$ cat src/vsfsc_pkg.sv
// Constants and types shared by the sliced-data FIFO and status block
package vsfsc_pkg;
    // Register offsets
    localparam logic [7:0] ADDR_IRQ_STATUS  = 8'hc0;
    localparam logic [7:0] ADDR_STATUS      = 8'hc6;
    localparam logic [7:0] ADDR_WORD_COUNT  = 8'hc7;
    localparam logic [7:0] ADDR_THRESHOLD   = 8'hc8;
    localparam logic [7:0] ADDR_FLUSH       = 8'hc9;
    localparam logic [7:0] ADDR_LINE_INT    = 8'hca;
    localparam logic [7:0] ADDR_SWPIX_LO    = 8'hcb;
    localparam logic [7:0] ADDR_SWPIX_HI    = 8'hcc;
    localparam logic [7:0] ADDR_OUT_SEL     = 8'hcd;
    localparam logic [7:0] ADDR_FIFO_DATA   = 8'hce;
    localparam logic [7:0] ADDR_FULL_FIELD  = 8'hcf;

    // Field positions
    localparam int ST_FULL_ERR   = 7;
    localparam int ST_EMPTY      = 6;
    localparam int SVC_COUNT     = 6;
    localparam int IRQ_THR_BIT   = 2;
    localparam int IRQ_LINE_BIT  = 1;
    localparam int LI_F1_BIT     = 7;
    localparam int LI_F2_BIT     = 6;
    localparam int LI_NUM_W      = 6;
    localparam int SWPIX_HI_W    = 2;
    localparam int OUT_HOST_BIT  = 0;
    localparam int FF_EN_BIT     = 0;

    // Reset values
    localparam logic [7:0] RST_THRESHOLD   = 8'h80;
    localparam logic [7:0] RST_LINE_INT    = 8'h00;
    localparam logic [7:0] RST_SWPIX_LO    = 8'h4e;
    localparam logic [1:0] RST_SWPIX_HI    = 2'h0;
    localparam logic       RST_HOST_ACCESS = 1'b1;
    localparam logic       RST_FULL_FIELD  = 1'b0;

    // FIFO geometry: 16-bit words, one header word per stored line
    localparam int         FIFO_AW      = 8;
    localparam int         FIFO_CW      = 9;
    localparam logic [8:0] FIFO_DEPTH   = 9'h100;
    localparam logic [8:0] HEADER_WORDS = 9'h001;
    localparam logic [7:0] COUNT_SAT    = 8'hff;

    // Slice mode value meaning "no per-line setting"
    localparam logic [7:0] MODE_SLICE_OFF = 8'hff;
    // Programmed line numbers up to this value never match
    localparam logic [5:0] LINE_NO_IRQ_MAX = 6'h01;

    // Write-side line capture states
    typedef enum logic [2:0] {
        WR_IDLE = 3'b001,
        WR_LOAD = 3'b010,
        WR_DROP = 3'b100
    } vsfsc_wr_state_t;
endpackage

$ cat src/vsfsc_top.sv
// Sliced VBI data FIFO, status flags, interrupts and output steering
`timescale 1ns/100ps
module vsfsc_top (
    // Clock and reset
    input  wire logic       clk_sys,
    input  wire logic       nrst,
    // Register port from the serial control interface
    input  wire logic [7:0] reg_addr,
    input  wire logic       reg_wr,
    input  wire logic       reg_rd,
    input  wire logic [7:0] reg_wdata,
    output logic      [7:0] reg_rdata,
    // Interrupt enables and latched conditions
    input  wire logic [7:0] irq_en,
    output logic            irq_thr_sts,
    output logic            irq_line_sts,
    output logic            irq_req,
    // Video timing, from the video clock domain
    input  wire logic       vid_clk,
    input  wire logic       hsync_n,
    input  wire logic       vsync_n,
    input  wire logic       field_two,
    // Slicer results, from the video clock domain
    input  wire logic       sl_hdr,
    input  wire logic [2:0] sl_svc,
    input  wire logic [7:0] sl_len,
    input  wire logic       sl_dv,
    input  wire logic [7:0] sl_byte,
    // Slice mode selection
    input  wire logic [7:0] line_mode,
    input  wire logic [7:0] ff_mode,
    input  wire logic       in_vblank,
    output logic      [7:0] slice_mode,
    output logic            cfg_load,
    output logic            res_clear,
    // Video output byte lane
    output logic      [7:0] vo_data,
    output logic            vo_valid,
    input  wire logic       vo_ready
);
    localparam int SW = 25;

    // Two-stage synchroniser for every video-domain input
    logic [SW-1:0] async_in;
    logic [SW-1:0] sync1_r;
    logic [SW-1:0] sync2_r;
    assign async_in = {vid_clk, hsync_n, vsync_n, field_two, sl_hdr,
                       sl_svc, sl_len, sl_dv, sl_byte};
    genvar gi;
    generate
        for (gi = 0; gi < SW; gi++) begin : g_sync
            always_ff @(posedge clk_sys or negedge nrst) begin
                if (!nrst) begin
                    sync1_r[gi] <= 1'b0;
                    sync2_r[gi] <= 1'b0;
                end else begin
                    sync1_r[gi] <= async_in[gi];
                    sync2_r[gi] <= sync1_r[gi];
                end
            end
        end
    endgenerate
    wire       vclk_s = sync2_r[24];
    wire       hs_s   = sync2_r[23];
    wire       vs_s   = sync2_r[22];
    wire       fld_s  = sync2_r[21];
    wire       hdr_s  = sync2_r[20];
    wire [2:0] svc_s  = sync2_r[19:17];
    wire [7:0] len_s  = sync2_r[16:9];
    wire       dv_s   = sync2_r[8];
    wire [7:0] byte_s = sync2_r[7:0];
    // Register state
    logic [7:0] thr_r;
    logic [7:0] line_int_r;
    logic [7:0] swpix_lo_r;
    logic [1:0] swpix_hi_r;
    logic       host_acc_r;
    logic       ff_en_r;
    logic       ferr_r;
    logic [5:0] avail_r;
    logic       thr_sts_r;
    logic       line_sts_r;
    logic [7:0] rdata_r;
    // Timing state
    logic       vclk_d_r;
    logic       hs_prev_r;
    logic       vs_prev_r;
    logic [9:0] pix_r;
    logic [9:0] line_r;
    logic       cfg_load_r;
    logic [7:0] slice_mode_r;
    logic       res_clear_r;
    // FIFO state
    logic [15:0]                   mem [0:255];
    logic [vsfsc_pkg::FIFO_AW-1:0] wr_ptr_r;
    logic [vsfsc_pkg::FIFO_AW-1:0] rd_ptr_r;
    logic [vsfsc_pkg::FIFO_CW-1:0] cnt_r;
    logic                          rd_lo_r;
    vsfsc_pkg::vsfsc_wr_state_t    wr_st_r;
    logic [7:0]                    remain_r;
    logic [2:0]                    svc_r;
    logic                          half_r;
    logic [7:0]                    hold_r;
    // Output buffer state
    logic [7:0] ob_mem [0:1];
    logic       ob_wp_r;
    logic       ob_rp_r;
    logic [1:0] ob_cnt_r;
    // Address decode
    wire wr_status = reg_wr & (reg_addr == vsfsc_pkg::ADDR_STATUS);
    wire wr_irq    = reg_wr & (reg_addr == vsfsc_pkg::ADDR_IRQ_STATUS);
    wire flush     = reg_wr & (reg_addr == vsfsc_pkg::ADDR_FLUSH);
    wire host_rd   = reg_rd & (reg_addr == vsfsc_pkg::ADDR_FIFO_DATA);
    // Video timing events, taken on sampled rising edges of the video clock
    wire vrise   = vclk_s & ~vclk_d_r;
    wire hs_fall = vrise & hs_prev_r & ~hs_s;
    wire vs_fall = vrise & vs_prev_r & ~vs_s;
    wire hdr_ev  = vrise & hdr_s;
    wire dv_ev   = vrise & dv_s & ~hdr_s;
    wire [9:0] swpix    = {swpix_hi_r, swpix_lo_r};
    wire [9:0] line_inc = line_r + 10'h001;
    wire [5:0] line_num = line_int_r[vsfsc_pkg::LI_NUM_W-1:0];
    wire       fld_en   = fld_s ? line_int_r[vsfsc_pkg::LI_F2_BIT]
                                : line_int_r[vsfsc_pkg::LI_F1_BIT];
    wire       line_hit = hs_fall & fld_en
                        & (line_inc == {4'h0, line_num})
                        & (line_num > vsfsc_pkg::LINE_NO_IRQ_MAX);
    // Space check for a whole line: header word plus rounded-up payload
    wire [8:0] len_words = ({1'b0, len_s} + 9'h001) >> 1;
    wire [8:0] need      = len_words + vsfsc_pkg::HEADER_WORDS;
    wire [8:0] free      = vsfsc_pkg::FIFO_DEPTH - cnt_r;
    wire       fits      = need <= free;
    wire       load      = wr_st_r == vsfsc_pkg::WR_LOAD;
    wire       last_byte = load & dv_ev & (remain_r == 8'h01);
    // Push selection: header word, odd last byte padded, or byte pair
    wire        push_hdr  = hdr_ev & fits;
    wire        push_pair = load & dv_ev & half_r;
    wire        push_odd  = last_byte & ~half_r;
    wire        push      = ~flush & (push_hdr | push_pair | push_odd);
    wire [15:0] push_data = push_hdr  ? {5'h00, svc_s, len_s} :
                            push_pair ? {hold_r, byte_s} :
                                        {byte_s, 8'h00};
    wire        ferr_set  = hdr_ev & ~fits;
    wire [5:0]  avail_set = ((last_byte | push_hdr & (len_s == 8'h00))
                             & ~flush) ? 6'(1 << (last_byte ? svc_r : svc_s))
                                       : 6'h00;
    // Read side: host register reads or the video lane drain
    wire       empty    = cnt_r == 9'h000;
    wire       ob_ready = ob_cnt_r != 2'h2;
    wire       take     = ~flush & ~empty
                        & (host_acc_r ? host_rd : ob_ready);
    wire [15:0] rd_word = mem[rd_ptr_r];
    wire [7:0]  rd_byte = rd_lo_r ? rd_word[7:0] : rd_word[15:8];
    wire        pop     = take & rd_lo_r;
    wire        ob_push = take & ~host_acc_r;
    wire        ob_pop  = vo_valid & vo_ready;

    wire [8:0] cnt_nxt  = cnt_r + {8'h00, push} - {8'h00, pop};
    wire [7:0] word_cnt = cnt_r[8] ? vsfsc_pkg::COUNT_SAT : cnt_r[7:0];

    // Status flags: a set in the clearing cycle wins
    wire [7:0] st_clr    = wr_status ? reg_wdata : 8'h00;
    wire       ferr_nxt  = (ferr_r & ~st_clr[vsfsc_pkg::ST_FULL_ERR])
                         | ferr_set;
    wire [5:0] avail_nxt = (avail_r & ~st_clr[5:0]) | avail_set;
    wire [7:0] irq_clr   = wr_irq ? reg_wdata : 8'h00;
    wire       thr_hit   = cnt_r > {1'b0, thr_r};
    wire       thr_nxt   = (thr_sts_r & ~irq_clr[vsfsc_pkg::IRQ_THR_BIT])
                         | thr_hit;
    wire       line_nxt  = (line_sts_r & ~irq_clr[vsfsc_pkg::IRQ_LINE_BIT])
                         | line_hit;
    // Per-line setting first, else full field, else no slicing
    wire       line_own  = in_vblank
                         & (line_mode != vsfsc_pkg::MODE_SLICE_OFF);
    wire [7:0] mode_nxt  = line_own ? line_mode :
                           ff_en_r  ? ff_mode :
                                      vsfsc_pkg::MODE_SLICE_OFF;
    // Register read mux
    wire [7:0] status_rd = {ferr_r, empty, avail_r};
    wire [7:0] rd_mux =
        (reg_addr == vsfsc_pkg::ADDR_STATUS)     ? status_rd :
        (reg_addr == vsfsc_pkg::ADDR_WORD_COUNT) ? word_cnt :
        (reg_addr == vsfsc_pkg::ADDR_THRESHOLD)  ? thr_r :
        (reg_addr == vsfsc_pkg::ADDR_LINE_INT)   ? line_int_r :
        (reg_addr == vsfsc_pkg::ADDR_SWPIX_LO)   ? swpix_lo_r :
        (reg_addr == vsfsc_pkg::ADDR_SWPIX_HI)   ? {6'h00, swpix_hi_r} :
        (reg_addr == vsfsc_pkg::ADDR_OUT_SEL)    ? {7'h00, host_acc_r} :
        (reg_addr == vsfsc_pkg::ADDR_FULL_FIELD) ? {7'h00, ff_en_r} :
        (reg_addr == vsfsc_pkg::ADDR_IRQ_STATUS) ?
            {5'h00, thr_sts_r, line_sts_r, 1'b0} :
        (host_rd & take)                         ? rd_byte : 8'h00;

    // Control registers
    always_ff @(posedge clk_sys or negedge nrst) begin
        if (!nrst) begin
            thr_r      <= vsfsc_pkg::RST_THRESHOLD;
            line_int_r <= vsfsc_pkg::RST_LINE_INT;
            swpix_lo_r <= vsfsc_pkg::RST_SWPIX_LO;
            swpix_hi_r <= vsfsc_pkg::RST_SWPIX_HI;
            host_acc_r <= vsfsc_pkg::RST_HOST_ACCESS;
            ff_en_r    <= vsfsc_pkg::RST_FULL_FIELD;
        end else if (reg_wr) begin
            case (reg_addr)
                vsfsc_pkg::ADDR_THRESHOLD:  thr_r      <= reg_wdata;
                vsfsc_pkg::ADDR_LINE_INT:   line_int_r <= reg_wdata;
                vsfsc_pkg::ADDR_SWPIX_LO:   swpix_lo_r <= reg_wdata;
                vsfsc_pkg::ADDR_SWPIX_HI:   swpix_hi_r <= reg_wdata[1:0];
                vsfsc_pkg::ADDR_OUT_SEL:    host_acc_r <= reg_wdata[0];
                vsfsc_pkg::ADDR_FULL_FIELD: ff_en_r    <= reg_wdata[0];
                default: ;
            endcase
        end
    end

    // Flags and read data
    always_ff @(posedge clk_sys or negedge nrst) begin
        if (!nrst) begin
            ferr_r     <= 1'b0;
            avail_r    <= 6'h00;
            thr_sts_r  <= 1'b0;
            line_sts_r <= 1'b0;
            rdata_r    <= 8'h00;
        end else begin
            ferr_r     <= flush ? 1'b0 : ferr_nxt;
            avail_r    <= flush ? 6'h00 : avail_nxt;
            thr_sts_r  <= thr_nxt;
            line_sts_r <= line_nxt;
            rdata_r    <= reg_rd ? rd_mux : rdata_r;
        end
    end

    // Pixel and line counting on the sampled video clock
    always_ff @(posedge clk_sys or negedge nrst) begin
        if (!nrst) begin
            vclk_d_r     <= 1'b0;
            hs_prev_r    <= 1'b1;
            vs_prev_r    <= 1'b1;
            pix_r        <= 10'h000;
            line_r       <= 10'h000;
            cfg_load_r   <= 1'b0;
            slice_mode_r <= vsfsc_pkg::MODE_SLICE_OFF;
            res_clear_r  <= 1'b0;
        end else begin
            vclk_d_r     <= vclk_s;
            hs_prev_r    <= vrise ? hs_s : hs_prev_r;
            vs_prev_r    <= vrise ? vs_s : vs_prev_r;
            pix_r        <= hs_fall ? 10'h000 :
                            vrise   ? pix_r + 10'h001 : pix_r;
            line_r       <= vs_fall ? 10'h000 :
                            hs_fall ? line_inc : line_r;
            cfg_load_r   <= vrise & ~hs_fall & (pix_r == swpix);
            slice_mode_r <= mode_nxt;
            res_clear_r  <= flush;
        end
    end

    // Line capture state machine
    always_ff @(posedge clk_sys or negedge nrst) begin
        if (!nrst) begin
            wr_st_r  <= vsfsc_pkg::WR_IDLE;
            remain_r <= 8'h00;
            svc_r    <= 3'h0;
            half_r   <= 1'b0;
            hold_r   <= 8'h00;
        end else if (flush) begin
            wr_st_r <= vsfsc_pkg::WR_IDLE;
            half_r  <= 1'b0;
        end else if (hdr_ev) begin
            // A fresh header abandons any unfinished line
            wr_st_r  <= (fits & (len_s != 8'h00)) ? vsfsc_pkg::WR_LOAD
                      : fits ? vsfsc_pkg::WR_IDLE : vsfsc_pkg::WR_DROP;
            remain_r <= len_s;
            svc_r    <= svc_s;
            half_r   <= 1'b0;
        end else if (load & dv_ev) begin
            remain_r <= remain_r - 8'h01;
            half_r   <= ~half_r;
            hold_r   <= byte_s;
            wr_st_r  <= last_byte ? vsfsc_pkg::WR_IDLE : vsfsc_pkg::WR_LOAD;
        end
    end

    // FIFO pointers and occupancy
    always_ff @(posedge clk_sys or negedge nrst) begin
        if (!nrst) begin
            wr_ptr_r <= '0;
            rd_ptr_r <= '0;
            cnt_r    <= '0;
            rd_lo_r  <= 1'b0;
        end else if (flush) begin
            wr_ptr_r <= '0;
            rd_ptr_r <= '0;
            cnt_r    <= '0;
            rd_lo_r  <= 1'b0;
        end else begin
            wr_ptr_r <= push ? wr_ptr_r + 8'h01 : wr_ptr_r;
            rd_ptr_r <= pop ? rd_ptr_r + 8'h01 : rd_ptr_r;
            cnt_r    <= cnt_nxt;
            rd_lo_r  <= take ? ~rd_lo_r : rd_lo_r;
        end
    end

    // Storage has no reset; pointers define what is valid
    always_ff @(posedge clk_sys) begin
        if (push) begin
            mem[wr_ptr_r] <= push_data;
        end
    end

    // Two-entry buffer before the video lane absorbs receiver stalls
    always_ff @(posedge clk_sys or negedge nrst) begin
        if (!nrst) begin
            ob_wp_r  <= 1'b0;
            ob_rp_r  <= 1'b0;
            ob_cnt_r <= 2'h0;
        end else if (flush) begin
            ob_wp_r  <= 1'b0;
            ob_rp_r  <= 1'b0;
            ob_cnt_r <= 2'h0;
        end else begin
            ob_wp_r  <= ob_push ? ~ob_wp_r : ob_wp_r;
            ob_rp_r  <= ob_pop ? ~ob_rp_r : ob_rp_r;
            ob_cnt_r <= ob_cnt_r + {1'b0, ob_push} - {1'b0, ob_pop};
        end
    end

    always_ff @(posedge clk_sys) begin
        if (ob_push) begin
            ob_mem[ob_wp_r] <= rd_byte;
        end
    end
    // Outputs
    assign reg_rdata    = rdata_r;
    assign irq_thr_sts  = thr_sts_r;
    assign irq_line_sts = line_sts_r;
    assign irq_req      = (thr_sts_r & irq_en[vsfsc_pkg::IRQ_THR_BIT])
                        | (line_sts_r & irq_en[vsfsc_pkg::IRQ_LINE_BIT]);
    assign slice_mode   = slice_mode_r;
    assign cfg_load     = cfg_load_r;
    assign res_clear    = res_clear_r;
    assign vo_valid     = ob_cnt_r != 2'h0;
    assign vo_data      = vo_valid ? ob_mem[ob_rp_r] : 8'h00;
endmodule

$ cat config.mk
export PLATFORM = sky130hd
export DESIGN_NAME = vsfsc_top
export DESIGN_NICKNAME = d
export VERILOG_FILES = /design/src/vsfsc_pkg.sv /design/src/vsfsc_top.sv
export SDC_FILE = /design/constraint.sdc
export NUM_CORES = 2
export LEC_CHECK = 0
export BUFFER_PORTS_ARGS = -buffer_cell sky130_fd_sc_hd__buf_2
export CORE_MARGIN = 3
export CORE_UTILIZATION = 45
export DETAILED_ROUTE_END_ITERATION = 8
export PLACE_DENSITY = 0.65
export SETUP_SLACK_MARGIN = 0.02
export SLEW_MARGIN = 20
export SYNTH_ARGS = -nofsm -noshare
export SYNTH_HDL_FRONTEND = slang
export SYNTH_MEMORY_MAX_BITS = 65536
export SYNTH_SLANG_ARGS = --single-unit
$ cat constraint.sdc
create_clock -name clk_sys -period 15.8 [get_ports clk_sys]
set_input_delay 0.79 -clock clk_sys [delete_from_list [all_inputs] [get_ports clk_sys]]
set_output_delay 0.79 -clock clk_sys [all_outputs]
set_load 0.02 [all_outputs]
# After elaboration in Yosys (flattened, before gate mapping)
# Memories as Yosys holds them, arrays and structs flattened.
# Cells that the tools add are included.
# classes
mul	0
bitwise	66
n_lt_le_gt_ge	3
eq_ne	17
add_sub_neg	12
div_mod_pow	0
shifts	1
n_reduce_logical	22
n_mux	56
# ops
op	count
$mux 8	22
$eq 8x8->1 const B	11
$mux 10	4
$and 1x1->1	39
$mux 16	2
$mux 3	7
$add 10x1->10 const B	2
$add 8x1->9 const B	2
$reduce_bool 2->1	9
$not 1->1	17
$add 8x1->8 const B	2
$mux 1	16
$reduce_and 2->1	8
$mux 6	2
$eq 10x10->1	1
$eq 10x6->1	1
$add 9x1->9	1
$gt 9x8->1	1
$le 9x9->1	1
$logic_not 9->1	1
$mux 9	1
$sub 9x1->9	1
$sub 9x9->9 const A	1
$eq 8x1->1 const B	1
17 further kinds	24
# word_totals
wordCells	260
input_bits	71
n_memories	2
out_inout_bits	30
latchBits	0
mem_bits_rw	4112
register_bits	181
mem_bits_ro	0
# mem_list
memory	depth	word_bits	rd	rd_ports_with_merged_regs	wr	line	rtl
mem	256	16	1	0	1	vsfsc_top.sv:94	logic [15:0] mem [0:255];
ob_mem	2	8	1	0	1	vsfsc_top.sv:105	logic [7:0] ob_mem [0:1];

# Longest topological paths before layout
# logic_depth
ltp_word	16
ltp_mapped	31
mapped_depth_nobuf	28

# Least setup slack after synthesis
# OpenSTA, ideal clock, no wires.
# synth_path
path_kind	reg2reg
startpoint	register sync2_r[9] (netlist: len_s[0])
endpoint	memory mem[0][0] (data pin)
path_stages_with_launch	14
setup_slack_ns	0.950
t_arrival_ns	12.661
path_buffers	1
setup_time_ns	2.189
synth_period_minus_slack_ns	14.850
required_time_ns	13.611
cell_sequence	dfrtp_1 -> ha_1 -> xor2_1 -> ha_1 -> ha_1 -> nor2b_1 -> o21a_1 -> o21a_1 -> o21a_1 -> o21a_1 -> o21ai_0 -> nand3_1 -> clkbuf_1 -> o21ai_0
# synth_via
elab_chain_cells	5
# synth_lines
item	line	rtl
from (decl)	vsfsc_top.sv:46	logic [SW-1:0] sync2_r;
from (signal, indexed assignment)	vsfsc_top.sv:58	sync2_r[gi] <= sync1_r[gi];
$add 8x1->9	vsfsc_top.sv:129	wire [8:0] len_words = ({1'b0, len_s} + 9'h001) >> 1;
$add 8x1->9	vsfsc_top.sv:130	wire [8:0] need = len_words + vsfsc_pkg::HEADER_WORDS;
$le 9x9->1	vsfsc_top.sv:132	wire fits = need <= free;
$and 1x1->1	vsfsc_top.sv:136	wire push_hdr = hdr_ev & fits;
$mux 16 (*)	vsfsc_top.sv:140	wire [15:0] push_data = push_hdr ? {5'h00, svc_s, len_s} :
named net push_data[0]	vsfsc_top.sv:140	
to (decl)	vsfsc_top.sv:94	
# The timed path passes the listed nets; every way through them passes the cells marked *.

# Worst setup path after layout
# layout_path
startpoint	register rd_ptr_r[1] (netlist bit)
endpoint	register rdata_r[4] (netlist: reg_rdata[4])
# layout_via
elab_chain_cells	12
# layout_lines
item	line	rtl
from (decl)	vsfsc_top.sv:96	logic [vsfsc_pkg::FIFO_AW-1:0] rd_ptr_r;
from (signal assigned)	vsfsc_top.sv:297	rd_ptr_r <= pop ? rd_ptr_r + 8'h01 : rd_ptr_r;
$mem_v2 256x16	-	
$mux 8	vsfsc_top.sv:153	wire [7:0] rd_byte = rd_lo_r ? rd_word[7:0] : rd_word[15:8];
named net rd_byte[4]	vsfsc_top.sv:153	
$mux 8	vsfsc_top.sv:191	(host_rd & take) ? rd_byte : 8'h00;
$mux 8	vsfsc_top.sv:189	(reg_addr == vsfsc_pkg::ADDR_IRQ_STATUS) ?
$mux 8	vsfsc_top.sv:188	(reg_addr == vsfsc_pkg::ADDR_FULL_FIELD) ? {7'h00, ff_en_r} :
$mux 8	vsfsc_top.sv:187	(reg_addr == vsfsc_pkg::ADDR_OUT_SEL) ? {7'h00, host_acc_r} :
$mux 8	vsfsc_top.sv:186	(reg_addr == vsfsc_pkg::ADDR_SWPIX_HI) ? {6'h00, swpix_hi_r} :
$mux 8	vsfsc_top.sv:185	(reg_addr == vsfsc_pkg::ADDR_SWPIX_LO) ? swpix_lo_r :
$mux 8	vsfsc_top.sv:184	(reg_addr == vsfsc_pkg::ADDR_LINE_INT) ? line_int_r :
$mux 8	vsfsc_top.sv:183	(reg_addr == vsfsc_pkg::ADDR_THRESHOLD) ? thr_r :
$mux 8	vsfsc_top.sv:182	(reg_addr == vsfsc_pkg::ADDR_WORD_COUNT) ? word_cnt :
$mux 8	vsfsc_top.sv:181	(reg_addr == vsfsc_pkg::ADDR_STATUS) ? status_rd :
to (signal assigned)	vsfsc_top.sv:228	rdata_r <= reg_rd ? rd_mux : rdata_r;
to (decl)	vsfsc_top.sv:83	logic [7:0] rdata_r;
# The timed path passes the listed nets, and every way through them passes these cells.
# A chain may end at the register's enable or synchronous reset.

==> flow_summary.yaml <==
clocking:
  htree_levels: 5
  root_buffer: "clkbuf_16"
  clk_latency_ps: 1000
  cts_made_buffers: 422
  cts_setup_buffers: 0
  clock_path_buffers: 4
  cts_resized: 0
  cts_num_sinks: 4293
  path_clk_slew_ps: 60
  cts_tree: "built"
  cts_hold_buf: 33
synth:
  synth_xor_area_share_pct: 0.333
  ys_warn_count: 0
  synth_area_um2: 168000
  synth_top_family_by_area: "multiplexers"
  synth_top_area_share_pct: 73.4
  yosysTopAreaCell: "edfxtp_1"
  ys_seq_elements: 4293
  avgSynthCellArea_um2: 20.8
  synthMuxAreaShare_pct: 15.5
  synth_most_common_cell: "edfxtp_1"
  synth_edf_count: 4112
  synthDistinctLibCells: 89
  synth_common_cells: "edfxtp_1, mux4_2, nor2_1"
  ys_seq_area_share_pct: 76.1
  synthAdderAreaFrac_pct: 0.376
  syn_nets: 8202
  synthCells: 8081
  ys_async_sr_fraction_pct: 4.22
  ys.flop_type: "edfxtp_1"
  synth_area_leaders: "edfxtp_1, mux4_2, dfrtp_1"
  synth-compound-area-share_pct: 3.39
  yosys.area_share.simple_pct: 2.40
min_path:
  hold_path.class: "primary input to flip-flop"
  hold_path_startpoint: "line_mode[6]"
worst_setup_path:
  worstPathCellList: "buf_4, buf_4, buf_4, buf_4, mux4_2, a221oi_1, o22ai_1, o21bai_1, a21o_1, a22oi_1, a21oi_1, nor2_1"
  worstSetupPathType: "flip-flop to flip-flop"
  arrival_ps: 7880
  slowest_stage: "dfrtp_4"
  startpoint: "rd_ptr_r[1]"
  required_ps: 16660
  cp-end-kind: "flip-flop"
  max_stage_delay_ps: 960
  worstPathMaxFanout: 46
  start_kind: "flip-flop"
  path_common_cell: "buf_4"
  timing.rr.start: "rd_ptr_r[1]"
pwr:
  p_leak_uw: 0.0613
  powerDensity_nw_per_um2: 171
  ir_drop_mv: 0.173
  p_comb_share_pct: 29.6
  power.share.switching_pct: 32.6
  p_int_uw: 22000
  p_sw_uw: 10600
  power_frac_seq_pct: 39.9
  power_frac_clock_pct: 30.5
floorplanning:
  start_util_pct: 45.4
  core_um2: 371000
  pin_count: 101
  num_rows: 223
  die_area_um2: 381000
  die_w_um: 617
  fp.dieH_um: 617
cells_and_area:
  fin_cells: 13866
  fillers: 28823
  area_delta_synth_final_pct: 13.0
  multi_input_area_um2: 37900
  drive_above_1_share_pct: 25.2
  seq_area_um2: 128000
  nets: 8676
timing:
  fin_hold_ws_ps: 77.0
  slew-limit-headroom_pct: 20.2
  fin_worst_skew_ps: 74.1
  setup_violations: 0
  max_freq_mhz: 143
  rsz0062_at_grt: "no"
  hold_violations: 0
  worstMarginPinSlew_ps: 1200
  finalCritPeriodShare_pct: 44.4
  slew_viol_final: 0
  min_period_ps: 7020
  tns_ps: 0
placement:
  gp_congestion: 0.864
  numPortBuffers: 94
  dp_cells: 13043
  place.detailed.hpwl_um: 266000
route:
  wire_per_inst_um: 33.4
  drt_wl_total_um: 463000
  vias_per_cell: 6.26
  route.detailed.drc: 0
  vias: 86812
  ant_nets: 0
  initialDrtViolationCount: 12899
  drtPass1Iterations: 6
grt:
  grtUsageTotal_pct: 24.0
  antenna_found_initial: 28
  grt_busiest_layer: "met2"
  grtUsageMet1_pct: 33.4
  grt_start_max_net_pins: 214
  grt_util_met3_pct: 5.71
  grt_use_met2_pct: 37.3
  grt_pass1_vias: 84993
  grt.overflow.total: 0
  grt_pass1_wl_um: 653000
status:
  status: "finished, final reports clean"
flow_run:
  max_cap_viol_count: 0
==> final timing paths <==
path / to / slack, ps / cells past startpoint
min in group asynchronous: hold_r[6] / 390 / 2
setup reg to reg: reg_rdata[4] / 8780 / 12
max in group asynchronous: line_r[7] / 13490 / 4
hold / removal: slice_mode[6] / 80 / 3
hold reg to reg: byte_s[4] / 350 / 0
setup / recovery: reg_rdata[4] / 8780 / 12
==> final cells by class <==
type	count	share of cell area [%]
sequential	4293	67.3
multi-input combinational	3260	19.9
clock buffer	517	5.89
tap	4950	3.26
timing repair buffer	515	2.14
clock inverter	251	1.28
inverter	63	0.129
antenna	17	0.0224
==> cells in the final DEF, fill, tap and decap left out, drive strengths merged, types with 30 or more instances in the layout <==
| master | instances |
|---|---|
| dlygate4sd3 | 33 |
| edfxtp | 4112 |
| a221oi | 76 |
| mux4 | 947 |
| nand2 | 282 |
| a21oi | 155 |
| ha | 49 |
| o221ai | 44 |
| nand3 | 61 |
| nor2 | 404 |
| bufinv | 38 |
| buf | 481 |
| clkinv | 189 |
| o22ai | 55 |
| nor3 | 33 |
| a22oi | 91 |
| o21ai | 145 |
| clkbuf | 518 |
| dfrtp | 164 |
| inv | 76 |
| mux2i | 371 |
| mux2 | 73 |
| xnor2 | 42 |
| a22o | 30 |
| a31oi | 38 |
==> logic make-up (layout without fill, tap and decap cells) <==
logic type / after synthesis / after routing
DFF: 4293 / 4293
other: 1 / 18
adders and majority gates: 50 / 50
buffers and inverters: 528 / 1346
and+or+nand+nor: 929 / 929
xor gates and xnor gates: 64 / 64
AOI/OAI and AO/OA: 825 / 825
muxes: 1391 / 1391
==> stage by stage <==
step | power [uW] | utilization [%] | area (um^2) | worst slack (ps)
2_1_floorplan | 19300 | - | 168000 | 950
3_3_place_gp | 22700 | 47.4 | 176000 | 8980
3_5_place_dp | 22800 | 47.5 | 176000 | 8880
4_1_cts | 32600 | 51.2 | 190000 | 8800
5_1_grt | 33500 | 51.3 | 190000 | 8710
6_report | 32600 | 51.3 | 190000 | 8780
==> worst max-delay path, delay by kind of cell, from the launching register on <==
family,cells,cell delay (ps)
muxes,1,390
DFF,1,960
and+or+nand+nor,1,70
buffers and inverters,4,2630
AOI/OAI and AO/OA,6,2660
==> power groups by stage <==
stage               sequential (uW)  clock [uW]  combinational [uW]
floorplan                     13200           0                6140
global placement              13200           0                9440
detailed placement            13200           0                9530
CTS                           13000       10000                9560
global route                  13000       10500                9980
finish                        13000        9940                9660
==> layer usage <==
metal  routed length (um)  vias to the layer above
met5                   97                        -
met3                52500                      760
li1                     -                    34562
met1               176000                    46253
met2               217000                     5219
met4                17200                       18
==> registers in the layout, summed over array words and instances (netlist names), 3 cells and up <==
| name | count |
|---|---|
| line_r | 10 |
| pix_r | 10 |
| len_s | 8 |
| slice_mode | 8 |
| wr_st_r | 3 |
| remain_r | 8 |
| swpix_lo_r | 8 |
| byte_s | 8 |
| hold_r | 8 |
| ob_mem | 16 |
| svc_s | 3 |
| svc_r | 3 |
| line_int_r | 8 |
| avail_r | 6 |
| mem | 4096 |
| wr_ptr_r | 8 |
| cnt_r | 9 |
| sync1_r | 25 |
| thr_r | 8 |
| reg_rdata | 8 |
| rd_ptr_r | 8 |
Note: power is estimated with default switching activity, not from simulation.
